**config.mk**
```make
export PLATFORM = sky130hd
export DESIGN_NAME = ccs_chain_sync
export DESIGN_NICKNAME = d
export VERILOG_FILES = /design/src/common/ccs_pkg.sv /design/src/common/ccs_cnt_if.sv /design/src/logic/ccs_chain_sync.sv /design/src/logic/ccs_counter.sv
export SDC_FILE = /design/constraint.sdc
export NUM_CORES = 1
export LEC_CHECK = 0
export ABC_AREA = 1
export BUFFER_PORTS_ARGS = -buffer_cell sky130_fd_sc_hd__buf_2
export CELL_PAD_IN_SITES_DETAIL_PLACEMENT = 0
export CELL_PAD_IN_SITES_GLOBAL_PLACEMENT = 1
export CORE_MARGIN = 3
export CORE_UTILIZATION = 44
export CTS_CLUSTER_DIAMETER = 200
export DETAILED_ROUTE_END_ITERATION = 8
export PLACE_DENSITY_LB_ADDON = 0.15
export SYNTH_ARGS = -nofsm -noshare
export SYNTH_HDL_FRONTEND = slang
export SYNTH_HIERARCHICAL = 1
export SYNTH_SLANG_ARGS = --single-unit
```
**constraint.sdc**
```tcl
create_clock -name clock_in -period 5.9 [get_ports clock_in]
set_clock_uncertainty 0.2 [all_clocks]
set_input_delay 0.885 -clock clock_in [delete_from_list [all_inputs] [get_ports clock_in]]
set_output_delay 0.885 -clock clock_in [all_outputs]
set_load 0.01 [all_outputs]
```
**src/common/ccs_pkg.sv**
```systemverilog
// Constants and types shared by the chained clock sync block.
// Assumes one 50 MHz system clock; cable pins arrive asynchronously.
//
// Operation
// - Master sync clears accepting counters on all boards
// - Sync request always runs on master or isolated
// - Sync request on slave refused, error flagged
// - Chain role reported as one of four
// - Master shows whether cable clock is forwarded
// - Slave shows cable-driven or local ticking
// - Flag cable clock absent error
// - Flag cable clock halted error
// - Follow bit makes counter use cable clock
// - Accept bit lets chain clear reset counter
// - Counter advances only while run set
// - Hold bit keeps value when counter stopped
// - Stop and start each counter independently
// - Isolate or connect each counter independently
// - Master can disable and enable cable forwarding
// - Tick counter 64 bits, one per 400 ns
// - Second counter holds seconds and nanoseconds
// - Connected counters stop while forwarding disabled
package ccs_pkg;

  // ==========================================================================
  // Timing
  localparam int CLK_PERIOD_NS = 20;
  localparam int TICK_PERIOD_NS = 400;
  localparam int TICK_CYCLES = (TICK_PERIOD_NS + CLK_PERIOD_NS - 1) / CLK_PERIOD_NS;
  localparam int HALF_TICK_CYCLES = TICK_CYCLES / 2;
  // Four missing cable periods declare the clock gone
  localparam int CABLE_TIMEOUT_NS = 1600;
  localparam int CABLE_TIMEOUT_CYCLES = CABLE_TIMEOUT_NS / CLK_PERIOD_NS;
  localparam int DIV_W = 8;
  localparam int WDOG_W = 8;

  // ==========================================================================
  // Counter layout
  localparam int CNT_W = 64;
  localparam int NS_W = 32;
  localparam int SEC_LSB = 32;
  localparam int N_CNT = 2;
  localparam int CNT_TICK = 0;
  localparam int CNT_POSIX = 1;
  localparam logic [NS_W-1:0] NS_STEP = 32'h0000_0190;
  localparam logic [NS_W-1:0] NS_PER_SEC = 32'h3b9a_ca00;

  // ==========================================================================
  // Reset values
  localparam logic RST_RUN = 1'b1;
  localparam logic RST_FOLLOW = 1'b1;
  localparam logic RST_ACCEPT = 1'b1;
  localparam logic RST_HOLD = 1'b0;
  localparam logic RST_FWD_EN = 1'b1;

  // ==========================================================================
  // Enumerations
  typedef enum logic [1:0] {
    ROLE_MASTER = 2'b00,
    ROLE_PASS = 2'b01,
    ROLE_FINAL = 2'b10,
    ROLE_ISOLATED = 2'b11
  } ccs_role_t;

  typedef enum logic [2:0] {
    CMD_STOP = 3'b000,
    CMD_START = 3'b001,
    CMD_UPDATE = 3'b010,
    CMD_ISOLATE = 3'b011,
    CMD_CONNECT = 3'b100,
    CMD_HOLD_ON = 3'b101,
    CMD_HOLD_OFF = 3'b110,
    CMD_NONE = 3'b111
  } ccs_cmd_t;

  typedef enum logic [1:0] {
    CBL_WAIT = 2'b00,
    CBL_ABSENT = 2'b01,
    CBL_LIVE = 2'b10,
    CBL_HALTED = 2'b11
  } ccs_cbl_t;

endpackage

```
**src/common/ccs_cnt_if.sv**
```systemverilog
// Control and value bundle between the sync controller and one counter.
// Assumes both ends share the system clock.
interface ccs_cnt_if;
  import ccs_pkg::*;
  logic advance;
  logic clear;
  logic load;
  logic [CNT_W-1:0] load_value;
  logic run;
  logic hold;
  logic [CNT_W-1:0] value;

  modport ctrl (output advance, clear, load, load_value, run, hold, input value);
  modport cnt (input advance, clear, load, load_value, run, hold, output value);
endinterface

```
**src/logic/ccs_chain_sync.sv**
```systemverilog
// Chain role, cable clock and clear handling for the two timestamp counters.
// Assumes cable pins and the role strap are asynchronous to clock_in;
// command inputs are one-cycle pulses from logic on clock_in.
module ccs_chain_sync import ccs_pkg::*; (
  input wire logic clock_in, // System clock, 50 MHz
  input wire logic rst_in, // Async reset, active high
  input wire logic [1:0] role_in, // Chain role strap
  input wire logic cable_clk_in, // Cable clock from upstream
  input wire logic cable_clr_in, // Cable clear from upstream
  output logic cable_clk_out, // Cable clock downstream
  output logic cable_clr_out, // Cable clear downstream
  input wire logic sync_req_in, // Sync request pulse
  input wire logic fwd_disable_in, // Stop cable forwarding pulse
  input wire logic fwd_enable_in, // Resume cable forwarding pulse
  input wire logic cmd_valid_in, // Counter command strobe
  input wire logic [2:0] cmd_in, // Counter command code
  input wire logic cmd_sel_in, // 0 tick, 1 seconds/ns
  input wire logic [CNT_W-1:0] load_value_in, // Value for update
  output logic [1:0] role_out, // Synchronised chain role
  output logic sync_err_out, // Refused sync pulse
  output logic cable_enabled_out, // Cable clock in use
  output logic chain_clock_absent_err_out, // Cable clock never seen
  output logic chain_clock_halted_err_out, // Cable clock stopped
  output logic [N_CNT-1:0] follow_out, // Follow cable clock bits
  output logic [N_CNT-1:0] accept_out, // Accept chain clear bits
  output logic [N_CNT-1:0] run_out, // Run bits
  output logic [N_CNT-1:0] hold_out, // Hold on stop bits
  output logic [CNT_W-1:0] tick_value_out, // Tick counter
  output logic [CNT_W-1:0] posix_value_out // Seconds/ns counter
);

  initial begin
    if (TICK_CYCLES < 2 || TICK_CYCLES >= (1 << DIV_W)) begin
      $error("Tick divider does not fit");
    end
    if (CABLE_TIMEOUT_CYCLES <= TICK_CYCLES || CABLE_TIMEOUT_CYCLES >= (1 << WDOG_W)) begin
      $error("Cable timeout out of range");
    end
  end

  // ==========================================================================
  // Input synchronisers
  logic [3:0] sync_a;
  logic [3:0] sync_b;
  logic clk_prev;
  logic clr_prev;
  ccs_role_t role;
  logic is_slave;
  logic cable_rise;
  logic cable_clr_rise;

  always_ff @(posedge clock_in or posedge rst_in) begin
    if (rst_in) begin
      sync_a <= 4'h0;
      sync_b <= 4'h0;
      clk_prev <= 1'b0;
      clr_prev <= 1'b0;
    end else begin
      sync_a <= {role_in, cable_clk_in, cable_clr_in};
      sync_b <= sync_a;
      clk_prev <= sync_b[1];
      clr_prev <= sync_b[0];
    end
  end

  assign role = ccs_role_t'(sync_b[3:2]);
  assign is_slave = (role == ROLE_PASS) || (role == ROLE_FINAL);
  assign cable_rise = sync_b[1] && !clk_prev;
  assign cable_clr_rise = sync_b[0] && !clr_prev;

  always_ff @(posedge clock_in or posedge rst_in) begin
    if (rst_in) begin
      role_out <= 2'h3;
    end else begin
      role_out <= role;
    end
  end

  // ==========================================================================
  // Local common clock
  logic [DIV_W-1:0] div;
  logic local_tick;

  assign local_tick = (div == DIV_W'(TICK_CYCLES - 1));

  always_ff @(posedge clock_in or posedge rst_in) begin
    if (rst_in) begin
      div <= '0;
    end else if (local_tick) begin
      div <= '0;
    end else begin
      div <= div + DIV_W'(1);
    end
  end

  // ==========================================================================
  // Forwarding enable
  logic fwd_en;

  always_ff @(posedge clock_in or posedge rst_in) begin
    if (rst_in) begin
      fwd_en <= RST_FWD_EN;
    end else if (fwd_disable_in) begin
      fwd_en <= 1'b0;
    end else if (fwd_enable_in) begin
      fwd_en <= 1'b1;
    end
  end

  // ==========================================================================
  // Sync request
  logic sync_go;
  logic [DIV_W-1:0] clr_hold;

  assign sync_go = sync_req_in && !is_slave;

  always_ff @(posedge clock_in or posedge rst_in) begin
    if (rst_in) begin
      sync_err_out <= 1'b0;
    end else begin
      sync_err_out <= sync_req_in && is_slave;
    end
  end

  // Clear stays up a full period so slow slaves sample it
  always_ff @(posedge clock_in or posedge rst_in) begin
    if (rst_in) begin
      clr_hold <= '0;
    end else if (sync_go && role == ROLE_MASTER) begin
      clr_hold <= DIV_W'(TICK_CYCLES);
    end else if (clr_hold != '0) begin
      clr_hold <= clr_hold - DIV_W'(1);
    end
  end

  // ==========================================================================
  // Cable outputs
  always_ff @(posedge clock_in or posedge rst_in) begin
    if (rst_in) begin
      cable_clk_out <= 1'b0;
      cable_clr_out <= 1'b0;
    end else begin
      case (role)
        ROLE_MASTER: begin
          cable_clk_out <= fwd_en && (div < DIV_W'(HALF_TICK_CYCLES));
          cable_clr_out <= (clr_hold != '0);
        end
        ROLE_PASS: begin
          cable_clk_out <= sync_b[1];
          cable_clr_out <= sync_b[0];
        end
        default: begin
          cable_clk_out <= 1'b0;
          cable_clr_out <= 1'b0;
        end
      endcase
    end
  end

  // ==========================================================================
  // Cable clock watchdog
  ccs_cbl_t cbl;
  ccs_cbl_t next_cbl;
  logic [WDOG_W-1:0] wdog;
  logic wdog_done;

  assign wdog_done = (wdog == WDOG_W'(CABLE_TIMEOUT_CYCLES - 1));

  always_comb begin
    next_cbl = cbl;
    case (cbl)
      CBL_WAIT: begin
        if (cable_rise) begin
          next_cbl = CBL_LIVE;
        end else if (wdog_done) begin
          next_cbl = CBL_ABSENT;
        end
      end
      CBL_ABSENT: begin
        if (cable_rise) begin
          next_cbl = CBL_LIVE;
        end
      end
      CBL_LIVE: begin
        if (!cable_rise && wdog_done) begin
          next_cbl = CBL_HALTED;
        end
      end
      CBL_HALTED: begin
        if (cable_rise) begin
          next_cbl = CBL_LIVE;
        end
      end
      default: begin
        next_cbl = CBL_WAIT;
      end
    endcase
  end

  always_ff @(posedge clock_in or posedge rst_in) begin
    if (rst_in) begin
      cbl <= CBL_WAIT;
    end else begin
      cbl <= next_cbl;
    end
  end

  always_ff @(posedge clock_in or posedge rst_in) begin
    if (rst_in) begin
      wdog <= '0;
    end else if (cable_rise || wdog_done) begin
      wdog <= '0;
    end else begin
      wdog <= wdog + WDOG_W'(1);
    end
  end

  // Once a cable clock has been seen, its loss stops followers
  logic cable_seen;
  assign cable_seen = (cbl == CBL_LIVE) || (cbl == CBL_HALTED);

  always_ff @(posedge clock_in or posedge rst_in) begin
    if (rst_in) begin
      chain_clock_absent_err_out <= 1'b0;
      chain_clock_halted_err_out <= 1'b0;
      cable_enabled_out <= 1'b0;
    end else begin
      chain_clock_absent_err_out <= is_slave && (cbl == CBL_ABSENT);
      chain_clock_halted_err_out <= is_slave ? (cbl == CBL_HALTED)
                                             : (role == ROLE_MASTER) && !fwd_en;
      if (is_slave) begin
        cable_enabled_out <= (cbl == CBL_LIVE) && (follow_out != '0);
      end else begin
        cable_enabled_out <= fwd_en;
      end
    end
  end

  // ==========================================================================
  // Per-counter control
  ccs_cnt_if cnt_if [N_CNT] ();

  for (genvar g = 0; g < N_CNT; g++) begin : g_cnt
    logic hit;
    assign hit = cmd_valid_in && (cmd_sel_in == 1'(g));

    always_ff @(posedge clock_in or posedge rst_in) begin
      if (rst_in) begin
        run_out[g] <= RST_RUN;
        follow_out[g] <= RST_FOLLOW;
        accept_out[g] <= RST_ACCEPT;
        hold_out[g] <= RST_HOLD;
      end else if (hit) begin
        case (ccs_cmd_t'(cmd_in))
          CMD_STOP: run_out[g] <= 1'b0;
          CMD_START: run_out[g] <= 1'b1;
          CMD_ISOLATE: begin
            follow_out[g] <= 1'b0;
            accept_out[g] <= 1'b0;
          end
          CMD_CONNECT: begin
            follow_out[g] <= 1'b1;
            accept_out[g] <= 1'b1;
          end
          CMD_HOLD_ON: hold_out[g] <= 1'b1;
          CMD_HOLD_OFF: hold_out[g] <= 1'b0;
          default: begin
          end
        endcase
      end
    end

    always_comb begin
      cnt_if[g].advance = local_tick;
      if (follow_out[g]) begin
        if (role == ROLE_MASTER) begin
          cnt_if[g].advance = local_tick && fwd_en;
        end else if (is_slave && cable_seen) begin
          cnt_if[g].advance = cable_rise;
        end
      end
    end

    assign cnt_if[g].clear = accept_out[g] && (is_slave ? cable_clr_rise : sync_go);
    assign cnt_if[g].load = hit && (ccs_cmd_t'(cmd_in) == CMD_UPDATE);
    assign cnt_if[g].load_value = load_value_in;
    assign cnt_if[g].run = run_out[g];
    assign cnt_if[g].hold = hold_out[g];

    ccs_counter #(
      .SEC_NS(g == CNT_POSIX)
    ) u_counter (
      .clock_in(clock_in),
      .rst_in(rst_in),
      .port_if(cnt_if[g])
    );
  end

  assign tick_value_out = cnt_if[CNT_TICK].value;
  assign posix_value_out = cnt_if[CNT_POSIX].value;

endmodule // ccs_chain_sync

```
**src/logic/ccs_counter.sv**
```systemverilog
// One 64-bit timestamp counter, plain tick or seconds/nanoseconds form.
// Assumes advance is a one-cycle pulse per common clock period.
module ccs_counter import ccs_pkg::*; #(
  parameter bit SEC_NS = 1'b0
) (
  input wire logic clock_in, // System clock
  input wire logic rst_in, // Async reset, active high
  ccs_cnt_if.cnt port_if // Control and value
);

  logic [NS_W-1:0] ns_sum;
  logic ns_wrap;

  assign ns_sum = port_if.value[NS_W-1:0] + NS_STEP;
  assign ns_wrap = (ns_sum >= NS_PER_SEC);

  // ==========================================================================
  // Counting
  always_ff @(posedge clock_in or posedge rst_in) begin
    if (rst_in) begin
      port_if.value <= '0;
    end else if (port_if.clear) begin
      port_if.value <= '0;
    end else if (port_if.load) begin
      port_if.value <= port_if.load_value;
    end else if (!port_if.run && !port_if.hold) begin
      port_if.value <= '0;
    end else if (port_if.run && port_if.advance) begin
      if (SEC_NS) begin
        if (ns_wrap) begin
          port_if.value[CNT_W-1:SEC_LSB] <= port_if.value[CNT_W-1:SEC_LSB] + 32'h0000_0001;
          port_if.value[NS_W-1:0] <= ns_sum - NS_PER_SEC;
        end else begin
          port_if.value[NS_W-1:0] <= ns_sum;
        end
      end else begin
        port_if.value <= port_if.value + 64'h0000_0000_0000_0001;
      end
    end
  end

endmodule // ccs_counter

```
==> reports/results.tsv <==
metric	value	unit
status	complete, no violations	
worst hold path type	reg2reg	
first-pass GRT wire length	77100	um
r2r startpoint	sync_b[2]$_DFF_PP0_	
Pre-antenna DRT Iters	6	
TritonCTS Buffers	17	
final setup TNS	0	ps
Avg Cell Area, Syn	6.33	um2
hold_buf cts	0	
Max clock buf depth	2	
DIE WIDTH	182	um
Buffers on Ports	221	
num ports	222	
crit path kind	in2reg	
share of cells above drive strength 1	17.9	%
final hold violations	0	
routed wire length	48700	um
peak supply drop	215	uV
Worst Setup End Kind	flop	
CTS Sinks	179	
via count	14800	
synth unique cells	49	
max_slew headroom	17.9	%
Post-synth EDFFs	0	
Seq. cell area	0.00449	mm2
footprint of the multi-input gates	0.00817	mm2
CTS tree	done	
Initial Util	45.4	%
Syn. warnings	6	
Tcrit/Tclk final	65.5	%
Via-to-Cell Ratio	5.35	
# setup viols final	0	
CP Capture Point	g_cnt[1].u_counter/port_if.value[16]$_DFFE_PP0P_	
Final min period	3860	ps
Worst-Skew Late Latency	460	ps
clock slew at reported path FFs	80	ps
total track usage	29.1	%
Critical Path Source	cmd_in[0]	
Highest Clock Rate	0.259	GHz
largest net degree at the start of global routing	65	
Setup WS post-layout	2040	ps
Placement Setup Slack	1600	ps
vias in the first global route	13700	
top_reg_cell synth	dfrtp_1	
DRT iter0 DRCs	1408	
R2R Path End	g_cnt[1].u_counter/port_if.value[16]$_DFFE_PP0P_	
Final nets	2448	
total grt overflow	0	
Mapped Nets	2255	
maxcap violations	0	
R2R Setup Slk	2100	ps
Pleak	0.00787	uW
Worst-Margin Slew	1230	ps
Post-synth ARST share	100	%
WP data arrival	4030	ps
Post-CTS Resized	0	
Post-DP HPWL	37900	um
cell row count	63	
sequential element share of the synthesized area	32.8	%
maximum net fanout on the critical path	41	
initial antenna violation count	3	
final antenna-violating net count	0	
Syn-to-layout area delta	14.5	%
Cell Area, Synth	0.0137	mm2
fill cell count	3168	
Remaining DRCs	0	
Die H	182	um
unrepaired setup endpoints after global routing	false	
PD cells	301	mW/mm2
Slew Limit Fails	0	
Root Driver	clkbuf_16	
routed len/inst	17.6	um
H-tree depth	4	
DIE AREA	0.0333	mm2
GPL Wtd Cong	0.916	
core footprint	0.0302	mm2
register bit total from synthesis	179	
post-CTS setup buffer count	0	
CP Launch Type	input port	
worst reg-to-reg path cell count	16	
Syn Inst Count	2166	
Req. time, crit path	6070	ps
==> how the worst min path moves through the flow <==
| stage | start | end | slack (ps) | cells after the start |
|---|---|---|---|---|
| 3_5_place_dp | sync_a[1]$_DFF_PP0_ | sync_b[1]$_DFF_PP0_ | 140 | 0 |
| 4_1_cts | sync_a[1]$_DFF_PP0_ | sync_b[1]$_DFF_PP0_ | 160 | 0 |
| 6_report | sync_a[1]$_DFF_PP0_ | sync_b[1]$_DFF_PP0_ | 160 | 0 |
| 5_1_grt | rst_in | g_cnt[0].u_counter/port_if.value[4]$_DFFE_PP0P_ | 170 | 2 |
| 3_3_place_gp | sync_a[1]$_DFF_PP0_ | sync_b[1]$_DFF_PP0_ | 130 | 0 |
| 2_1_floorplan | sync_a[0]$_DFF_PP0_ | sync_b[0]$_DFF_PP0_ | 130 | 0 |
==> sequential cells by signal, indices dropped and copies added (netlist names), 2 cells and up <==
register                       flops
clr_hold                           8
role_out                           2
wdog                               8
g_cnt.u_counter/port_if.value    128
div                                8
accept_out                         2
cbl                                2
cnt_if.run                         2
sync_a                             4
sync_b                             4
cnt_if.hold                        2
==> power breakdown <==
part / internal [uW] / switching, uW
clock network: 583 / 614
registers: 1410 / 283
logic: 565 / 1260
total: 2560 / 2160
==> cell families (layout without fill, tap and decap cells) <==
group,Yosys count,in the layout,share of synthesized area (%)
xor+xnor,24,24,1.53
simple gates,1500,1500,47.8
other cells,0,1,0
fa+ha+maj,11,11,1.00
buf+inv,249,455,7.80
compound gates,203,203,9.07
flops,179,179,32.8
==> synth_stat cells, drive strengths merged, types with 3 or more instances <==
| library cell | n | area [um2] |
|---|---|---|
| nand2 | 963 | 3800 |
| nor2 | 286 | 1360 |
| inv | 190 | 723 |
| nand3 | 176 | 921 |
| dfrtp | 172 | 4300 |
| o21ai | 116 | 629 |
| buf | 35 | 255 |
| a21oi | 33 | 188 |
| nand4 | 33 | 221 |
| clkbuf | 22 | 82.6 |
| nor3 | 22 | 115 |
| o21bai | 22 | 165 |
| xor2 | 18 | 158 |
| ha | 11 | 138 |
| a22o | 10 | 87.6 |
| dfstp | 7 | 184 |
| nand3b | 7 | 52.6 |
| a22oi | 6 | 45.0 |
| nor4 | 6 | 37.5 |
| or2 | 6 | 37.5 |
| xnor2 | 6 | 52.6 |
| o221ai | 4 | 35.0 |
| o22ai | 4 | 25.0 |
| o31ai | 3 | 22.5 |
==> through the flow <==
stage	cells	hold slack [ps]	total power [uW]	utilization, %	area (um2)
3_3_place_gp	2730	131	3520	49.9	15100
3_5_place_dp	2730	143	3530	49.9	15100
2_1_floorplan	2166	131	2980	-	13700
6_report	2763	162	4720	52.0	15700
5_1_grt	2762	168	5070	52.0	15700
4_1_cts	2762	163	4750	52.0	15700
==> area by class of cell <==
class / instances / area share (%)
Antenna cell: 1 / 0.0160
Clock buffer: 17 / 2.71
Clock inverter: 15 / 1.27
Inverter: 192 / 4.66
Multi-Input combinational cell: 1738 / 52.1
Sequential cell: 179 / 28.6
Tap cell: 390 / 3.11
Timing Repair Buffer: 231 / 7.53
==> worst max-delay path: stages <==
cell and delay [ps]:
buf_2 110, inv_1 70, nand2_1 130, nor3_2 130
buf_4 410, nor2_2 80, buf_4 250, inv_1 130
nor2_1 60, buf_4 270, inv_2 250, nor2_1 80
buf_4 220, inv_1 240, nand2_1 120, inv_2 380
nand2_1 90, o21ai_0 90
==> layer usage <==
metal	global-route usage [%]	vias up	part of all wire, %
li1	-	7263	-
met1	41.8	6885	45
met2	44.6	568	44
met3	5.96	64	8.3
met4	7.98	4	2.2
met5	0	-	0.047
==> cells in the final DEF (no fill, tap or decap), types with 17 or more instances in the layout <==
cell type,synthesis,routed
o21bai_1,22,22
nand4_1,32,32
nor3_1,21,19
inv_1,176,173
nand3_1,171,171
nor2_1,243,239
nand2_2,45,45
nor2_4,16,18
buf_2,15,221
nor2_2,20,22
o21ai_0,79,79
dfrtp_1,172,172
xor2_1,18,18
o21ai_1,24,24
nand2_1,908,908
clkbuf_16,0,17
a21oi_1,29,29
No activity file was read; power rests on OpenSTA's default activity.
